[src/vg_defines.svh]
// register map, field positions, reset values and line mapping constants
`ifndef VG_DEFINES_SVH
`define VG_DEFINES_SVH

`define VG_ADDR_START 8'h15
`define VG_ADDR_STOP 8'h16
`define VG_ADDR_MISC 8'h17

`define VG_MISC_START_MSB 0
`define VG_MISC_STOP_MSB 1
`define VG_MISC_SHIFT 2
`define VG_MISC_DETECT_SEARCH_LATENCY_LO 3
`define VG_MISC_DETECT_SEARCH_LATENCY_HI 5
`define VG_MISC_HALF_DIS 6
`define VG_MISC_LINE_DIS 7

`define VG_RST_START 8'h00
`define VG_RST_STOP 8'h00
`define VG_RST_MISC 8'h18

`define VG_DETECT_SEARCH_LATENCY_RESERVED 3'h0
`define VG_DETECT_SEARCH_LATENCY_RECOMMENDED 3'h3
`define VG_FMT_MOD656 3'h1

// 50 Hz frame lines and programmed-value offsets
`define VG_P_F1_WRAP 10'h001
`define VG_P_F1_LAST 10'h139
`define VG_P_F2_WRAP 10'h13a
`define VG_P_F1_OFS 10'h002
`define VG_P_F2_OFS 10'h13b
`define VG_P_WRAP_VAL 9'h138
// 60 Hz frame lines and programmed-value offsets
`define VG_N_F2_TAIL 10'h003
`define VG_N_F1_WRAP 10'h004
`define VG_N_F1_LAST 10'h10a
`define VG_N_F2_WRAP 10'h10b
`define VG_N_F1_OFS 10'h005
`define VG_N_F2_OFS 10'h10c
`define VG_N_TAIL_OFS 10'h101
`define VG_N_WRAP_VAL 9'h106

`define VG_FIRST_LINE 10'h001

`endif

[src/vg_pkg.sv]
// types shared by the vertical gate block
package vg_pkg;

  // register access as delivered by the serial control bus
  typedef struct packed {
    logic wrEn;
    logic rdEn;
    logic [7:0] addr;
    logic [7:0] wrData;
  } vg_reg_req_t;

  // line timing from the decoder's line counter
  typedef struct packed {
    logic lineStrobe;
    logic frameStart;
    logic is60Hz;
  } vg_timing_t;

  // position of a frame line in programmed-value terms
  typedef struct packed {
    logic field2;
    logic [8:0] val;
  } vg_pos_t;

endpackage

[src/vg_vertical_gate.sv]
// vertical gate, field identifier and miscellaneous control registers
`timescale 1ns/1ps
`default_nettype none
`include "vg_defines.svh"

module vg_vertical_gate (
  // clock and reset
  input wire logic ref_clk,
  input wire logic rst,
  // register access
  input wire vg_pkg::vg_reg_req_t regReq,
  output logic [7:0] regRdData,
  // line timing and output format
  input wire vg_pkg::vg_timing_t timing,
  input wire logic [2:0] expansionOutputFormat,
  // gate and field outputs
  output logic verticalGate,
  output logic fieldIdent,
  output logic fieldBlank,
  // clock output drive control, high means high impedance
  output logic lineClockOutDisable,
  output logic halfLineClockOutDisable,
  // standard search latency in fields
  output logic [2:0] detectSearchLatency
);
  import vg_pkg::*;

  logic [7:0] startLow_r;
  logic [7:0] stopLow_r;
  logic [7:0] misc_r;
  logic [9:0] frameLine_r;
  logic [9:0] frameLine_nxt;
  logic gate_r;
  logic fid_r;
  logic [7:0] rdData_r;
  logic [8:0] gateStartLine;
  logic [8:0] gateStopLine;
  logic gatePositionShift;
  logic [2:0] latyCode;
  vg_pos_t pos;
  logic [8:0] cmpVal;
  logic [8:0] wrapVal;
  logic hitStart;
  logic hitStop;
  logic hitStartRaw;

  // map a frame line to its field and programmed value
  function automatic vg_pos_t vgLinePos(input logic [9:0] l,
                                        input logic ntsc);
    vg_pos_t p;
    p = '0;
    if (!ntsc) begin
      if (l == `VG_P_F1_WRAP) begin
        p = {1'b0, `VG_P_WRAP_VAL};
      end else if (l <= `VG_P_F1_LAST) begin
        p = {1'b0, 9'(l - `VG_P_F1_OFS)};
      end else if (l == `VG_P_F2_WRAP) begin
        p = {1'b1, `VG_P_WRAP_VAL};
      end else begin
        p = {1'b1, 9'(l - `VG_P_F2_OFS)};
      end
    end else begin
      if (l <= `VG_N_F2_TAIL) begin
        p = {1'b1, 9'(l + `VG_N_TAIL_OFS)};
      end else if (l == `VG_N_F1_WRAP) begin
        p = {1'b0, `VG_N_WRAP_VAL};
      end else if (l <= `VG_N_F1_LAST) begin
        p = {1'b0, 9'(l - `VG_N_F1_OFS)};
      end else if (l == `VG_N_F2_WRAP) begin
        p = {1'b1, `VG_N_WRAP_VAL};
      end else begin
        p = {1'b1, 9'(l - `VG_N_F2_OFS)};
      end
    end
    return p;
  endfunction

  // register writes
  always_ff @(posedge ref_clk or posedge rst) begin
    if (rst) begin
      startLow_r <= `VG_RST_START;
      stopLow_r <= `VG_RST_STOP;
      misc_r <= `VG_RST_MISC;
    end else if (regReq.wrEn) begin
      case (regReq.addr)
        `VG_ADDR_START: startLow_r <= regReq.wrData;
        `VG_ADDR_STOP: stopLow_r <= regReq.wrData;
        `VG_ADDR_MISC: misc_r <= regReq.wrData;
        default: ;
      endcase
    end
  end

  // register reads answer one cycle after the request; unmapped reads zero
  always_ff @(posedge ref_clk or posedge rst) begin
    if (rst) begin
      rdData_r <= 8'h00;
    end else if (regReq.rdEn) begin
      case (regReq.addr)
        `VG_ADDR_START: rdData_r <= startLow_r;
        `VG_ADDR_STOP: rdData_r <= stopLow_r;
        `VG_ADDR_MISC: rdData_r <= misc_r;
        default: rdData_r <= 8'h00;
      endcase
    end
  end
  assign regRdData = rdData_r;

  assign gateStartLine = {misc_r[`VG_MISC_START_MSB], startLow_r};
  assign gateStopLine = {misc_r[`VG_MISC_STOP_MSB], stopLow_r};
  assign gatePositionShift = misc_r[`VG_MISC_SHIFT];
  assign latyCode = misc_r[`VG_MISC_DETECT_SEARCH_LATENCY_HI:`VG_MISC_DETECT_SEARCH_LATENCY_LO];

  // frame line counter, line 1 marked by frameStart
  always_comb begin
    frameLine_nxt = frameLine_r;
    if (timing.lineStrobe) begin
      frameLine_nxt = timing.frameStart ? `VG_FIRST_LINE
                                        : 10'(frameLine_r + 10'h001);
    end
  end

  always_ff @(posedge ref_clk or posedge rst) begin
    if (rst) begin
      frameLine_r <= `VG_FIRST_LINE;
    end else begin
      frameLine_r <= frameLine_nxt;
    end
  end

  assign pos = vgLinePos(frameLine_nxt, timing.is60Hz);
  // comparing one value ahead moves every field-2 edge but one at the wrap value a line earlier;
  // the wrap line of field 2 stands just before value zero, not after it
  assign wrapVal = timing.is60Hz ? `VG_N_WRAP_VAL : `VG_P_WRAP_VAL;
  assign cmpVal = (gatePositionShift && pos.field2) ?
                  ((pos.val == wrapVal) ? 9'h000 : 9'(pos.val + 9'h001))
                  : pos.val;
  assign hitStart = timing.lineStrobe && (cmpVal == gateStartLine);
  assign hitStop = timing.lineStrobe && (cmpVal == gateStopLine);
  assign hitStartRaw = timing.lineStrobe && (pos.val == gateStartLine);

  // stop wins when start equals stop, so such a gate never opens
  always_ff @(posedge ref_clk or posedge rst) begin
    if (rst) begin
      gate_r <= 1'b0;
    end else if (hitStop) begin
      gate_r <= 1'b0;
    end else if (hitStart) begin
      gate_r <= 1'b1;
    end
  end

  // field identifier keeps the unshifted start position
  always_ff @(posedge ref_clk or posedge rst) begin
    if (rst) begin
      fid_r <= 1'b0;
    end else if (hitStartRaw) begin
      fid_r <= ~fid_r;
    end
  end

  assign verticalGate = gate_r;
  assign fieldIdent = fid_r;
  assign fieldBlank = (expansionOutputFormat == `VG_FMT_MOD656)
                      && !gate_r;
  assign lineClockOutDisable = misc_r[`VG_MISC_LINE_DIS];
  assign halfLineClockOutDisable = misc_r[`VG_MISC_HALF_DIS];
  // the reserved code falls back to the advised three fields
  assign detectSearchLatency = (latyCode == `VG_DETECT_SEARCH_LATENCY_RESERVED) ?
                               `VG_DETECT_SEARCH_LATENCY_RECOMMENDED : latyCode;

  a_gate_rise: assert property (
    @(posedge ref_clk) disable iff (rst)
    hitStart && !hitStop |=> verticalGate)
    else $error("gate did not rise at start line");

  a_fid_toggle: assert property (
    @(posedge ref_clk) disable iff (rst)
    hitStartRaw |=> fieldIdent != $past(fieldIdent))
    else $error("field ident did not toggle at start line");

  a_gate_fall: assert property (
    @(posedge ref_clk) disable iff (rst)
    hitStop |=> !verticalGate)
    else $error("gate did not fall at stop line");

  a_pal_map: assert property (
    @(posedge ref_clk) disable iff (rst)
    timing.lineStrobe && !timing.is60Hz && frameLine_nxt == 10'h13a
    |-> pos.field2 && pos.val == 9'h138)
    else $error("50 Hz line 314 not mapped to value 312");

  a_ntsc_map: assert property (
    @(posedge ref_clk) disable iff (rst)
    timing.lineStrobe && timing.is60Hz && frameLine_nxt == 10'h003
    |-> pos.field2 && pos.val == 9'h104)
    else $error("60 Hz line 3 not mapped to value 260");

  a_shift_early: assert property (
    @(posedge ref_clk) disable iff (rst)
    timing.lineStrobe && gatePositionShift && pos.field2
    && pos.val != wrapVal
    && 9'(pos.val + 9'h001) == gateStartLine && !hitStop
    |=> verticalGate)
    else $error("shifted gate not one line early in field 2");

  a_clk_disable: assert property (
    @(posedge ref_clk) disable iff (rst)
    regReq.wrEn && regReq.addr == `VG_ADDR_MISC
    |=> lineClockOutDisable == $past(regReq.wrData[7])
        && halfLineClockOutDisable == $past(regReq.wrData[6]))
    else $error("clock output disable not following misc write");

  a_latency_val: assert property (
    @(posedge ref_clk) disable iff (rst)
    regReq.wrEn && regReq.addr == `VG_ADDR_MISC
    && regReq.wrData[5:3] == 3'h5 |=> detectSearchLatency == 3'h5)
    else $error("search latency not taken from misc write");

  a_blank_fmt: assert property (
    @(posedge ref_clk) disable iff (rst)
    expansionOutputFormat == `VG_FMT_MOD656 |-> fieldBlank == !verticalGate)
    else $error("field blanking does not follow gate");

  a_gate_hold: assert property (
    @(posedge ref_clk) disable iff (rst)
    !timing.lineStrobe |=> $stable(verticalGate))
    else $error("gate changed between lines");

endmodule
`default_nettype wire

[config.mk]
export PLATFORM = sky130hd
export DESIGN_NAME = vg_vertical_gate
export DESIGN_NICKNAME = d
export VERILOG_FILES = /design/src/vg_pkg.sv /design/src/vg_vertical_gate.sv
export VERILOG_INCLUDE_DIRS = /design/src
export SDC_FILE = /design/constraint.sdc
export NUM_CORES = 1
export LEC_CHECK = 0
export BUFFER_PORTS_ARGS = -buffer_cell sky130_fd_sc_hd__buf_2
export CORE_MARGIN = 1
export CORE_UTILIZATION = 50
export CTS_BUF_LIST = sky130_fd_sc_hd__clkbuf_8
export DETAILED_ROUTE_END_ITERATION = 8
export MAX_ROUTING_LAYER = met4
export PLACE_DENSITY = 0.82
export REMOVE_ABC_BUFFERS = 1
export SYNTH_ARGS = -nofsm -noshare
export SYNTH_HDL_FRONTEND = slang
export SYNTH_SLANG_ARGS = --single-unit
[constraint.sdc]
create_clock -name ref_clk -period 5.6 [get_ports ref_clk]
set_clock_uncertainty 0.2 [all_clocks]
set_input_delay 0.56 -clock ref_clk [delete_from_list [all_inputs] [get_ports ref_clk]]
set_output_delay 0.56 -clock ref_clk [all_outputs]
set_load 0.05 [all_outputs]
==> impl_metrics.env <==
export IMPL_seq_area_frac_synth_pct=23.44
export IMPL_routedWlPerCell_um=22.99
export IMPL_drt_pass1_iterations=5
export IMPL_yosys_area_share_simple_pct=23.44
export IMPL_synth_flop_cell="dfrtp_1"
export IMPL_peakVddDrop_uv=218.5
export IMPL_synthXorXnorAreaFrac_pct=6.822
export IMPL_clk_pin_slew_ns=0.09
export IMPL_synth_edf_count=0
export IMPL_start_util_pct=51.25
export IMPL_slew_headroom_pct=39.81
export IMPL_ys_types=98
export IMPL_cts_buffer_depth=2
export IMPL_worstMarginPinSlew_ns=0.9016
export IMPL_cts_buffers=5
export IMPL_synthArstFlopShare_pct=100.0
export IMPL_postSynthCellCount=548
export IMPL_grt_pass1_vias=4764
export IMPL_numPortBuffers=41
export IMPL_cts_tree="built"
export IMPL_antenna_left=0
export IMPL_crit_type="reg -> reg"
export IMPL_overflow=0
export IMPL_path_max_fanout=8
export IMPL_required_ns=5.57
export IMPL_wirelength_um=16370
export IMPL_finalCritPeriodShare_pct=95.24
export IMPL_whs_ns=0.2515
export IMPL_h_tree_depth=2
export IMPL_setup_viol=0
export IMPL_syn2layout_area_growth_pct=12.00
export IMPL_synth_avg_cell_area_um2=8.601
export IMPL_layout_commonest_cell="buf_2"
export IMPL_gp_congestion=0.9986
export IMPL_cap_viol_max_count=0
export IMPL_final_cell_mix="buf_2, dfrtp_1, nand2_1"
export IMPL_setup_ws_ns=0.2664
export IMPL_endpoint_kind="flop"
export IMPL_synth_seq_cells=44
export IMPL_power_leakage_nw=2.251
export IMPL_grt_max_degree=45
export IMPL_nets=643
export IMPL_dieArea_um2=9819
export IMPL_cts_hold_buffers=0
export IMPL_muxShareOfSynthArea_pct=8.681
export IMPL_drive_above_1_share_pct=26.12
export IMPL_cp_arrival_ns=5.30
export IMPL_die_h_um=99.09
export IMPL_synth_compound_area_share_pct=27.48
export IMPL_rows=35
export IMPL_rsz0062_at_grt="no"
export IMPL_pre_cts_ws_ns=0.1596
export IMPL_synth_adder_area_share_pct=4.247
export IMPL_vias=4952
export IMPL_clock_latency_ns=0.29
export IMPL_clockRootBuffer="clkbuf_8"
export IMPL_syn_area_um2=4713
export IMPL_fillCellCount=849
export IMPL_io_pin_count=42
export IMPL_synth_top_family_by_area="compound AO/OA/AOI/OAI gates"
export IMPL_hpwl_um=12390
export IMPL_grtUsageTotal_pct=35.10
export IMPL_drt_vias_per_instance=6.955
export IMPL_grt_pass1_wl_um=26050
export IMPL_drc_errors=0
export IMPL_fmaxAchievable_ghz=0.1875
export IMPL_start_kind="flop"
export IMPL_outcome="completed"
export IMPL_diodes=0
export IMPL_fin_crit_ns=5.334
export IMPL_yosys_warnings=0
export IMPL_core_area_um2=9196
export IMPL_drt_iter0_markers=526
export IMPL_die_width_um=99.09
export IMPL_finalMaxSlewViolations=0
export IMPL_tns_ns=0
export IMPL_grt_antenna_before_repair=0
export IMPL_cts_sinks=44
export IMPL_hold_viol=0
export IMPL_worstHoldPathType="in -> async"
export IMPL_power_per_cell_area_nw_per_um2=319.0
-- worst max-delay path: stages, from the launching register on --
cell	delay (ns)
dfstp_2	0.63
ha_1	0.28
nand2_1	0.16
o311ai_2	0.30
buf_4	0.26
ha_1	0.21
o21ai_1	0.13
buf_4	0.16
o211a_4	0.27
nor2_1	0.44
a32oi_1	0.27
a21oi_1	0.22
o221ai_2	0.21
or4_1	0.62
or4_1	0.45
a211oi_2	0.26
a32oi_1	0.14
-- through the flow --
stage	area (µm²)	total power [mW]	cells	util, %
6_report	5279	1.684	712	57.40
5_1_grt	5279	1.776	712	57.40
4_1_cts	5225	1.626	711	56.82
3_5_place_dp	5144	1.428	704	55.93
3_3_place_gp	5144	1.430	704	55.93
2_1_floorplan	4559	1.093	520	-
-- repair_timing --
action	4_1_cts	5_1_grt
setup buffers	0	1
resized for setup	0	12
setup endpoints to repair	0	1
-- report_power, final --
group	internal, mW	switching (mW)
clock	0.0847	0.112
sequential	0.341	0.0471
combinational	0.441	0.658
total	0.867	0.817
-- layer usage --
layer | global-route usage (%) | up-vias | share of wire (%)
met3 | 5.481 | 55 | 9.0
met2 | 51.59 | 300 | 44
met1 | 48.12 | 2392 | 44
met5 | - | - | 0
li1 | - | 2205 | -
met4 | 15.16 | 0 | 3.6
-- sequential cells by signal, indices dropped and copies added, names as in the netlist --
register / count
frameLine_r: 10
misc_r: 8
regRdData: 8
startLow_r: 8
stopLow_r: 8
fieldIdent: 1
verticalGate: 1
-- cell type report --
cell class	count	area (µm²)	area share (%)
timing repair buffer	74	452.9	8.580
clock inverter	2	12.51	0.2370
clock buffer	5	68.82	1.304
multi-input combinational	443	3376	63.95
inverter	33	123.9	2.347
sequential	44	1106	20.95
tap	111	138.9	2.631
-- path summary, 6_finish.rpt --
path	from	slack, ns	end	cells after the start
setup / recovery	frameLine_r[0]	0.27	verticalGate	16
hold / removal	rst	0.25	frameLine_r[8]	2
setup reg to reg	frameLine_r[0]	0.27	verticalGate	16
hold reg to reg	regRdData[0]	0.34	regRdData[0]	2
max in group asynchronous	rst	4.32	frameLine_r[2]	2
min in group ref_clk	regReq[3]	0.33	startLow_r[3]	2
-- kinds of logic (layout without fill, tap and decap cells) --
family	after synthesis	in the layout
adder cells (fa/ha/maj)	16	16
buffers and inverters	61	114
flip-flops	44	44
AO/OA/AOI/OAI	165	165
XOR/XNOR	32	32
multiplexers	37	37
AND/OR/NAND/NOR	193	193
-- cell usage after synthesis (4+ instances only) --
master | n | area share (%)
nand4_1 | 10 | 1.3
nand2_1 | 36 | 2.9
mux2_2 | 31 | 7.4
o22ai_1 | 11 | 1.5
nand2b_1 | 7 | 0.93
and2_1 | 9 | 1.2
nor2b_1 | 8 | 1.1
a22oi_1 | 13 | 2.1
nor4_1 | 8 | 1.1
o211ai_1 | 8 | 1.3
nor3_1 | 16 | 1.7
nand3_1 | 22 | 2.3
o21bai_1 | 5 | 0.80
a31oi_1 | 7 | 0.93
inv_1 | 29 | 2.3
a211oi_1 | 6 | 0.96
and3_1 | 5 | 0.66
xor2_1 | 8 | 1.5
clkbuf_1 | 13 | 1.0
mux2i_1 | 6 | 1.3
buf_2 | 5 | 0.53
xnor2_1 | 21 | 3.9
inv_2 | 4 | 0.32
o21ai_0 | 23 | 2.4
dfrtp_1 | 41 | 22
buf_4 | 5 | 0.80
o2111ai_1 | 5 | 0.93
ha_1 | 16 | 4.2
nor2_1 | 31 | 2.5
or4_1 | 5 | 0.80
a21oi_1 | 18 | 1.9
a221oi_1 | 4 | 0.74
o21a_1 | 6 | 0.96
and4_1 | 5 | 0.93
Power figures use the tool's default switching activity.
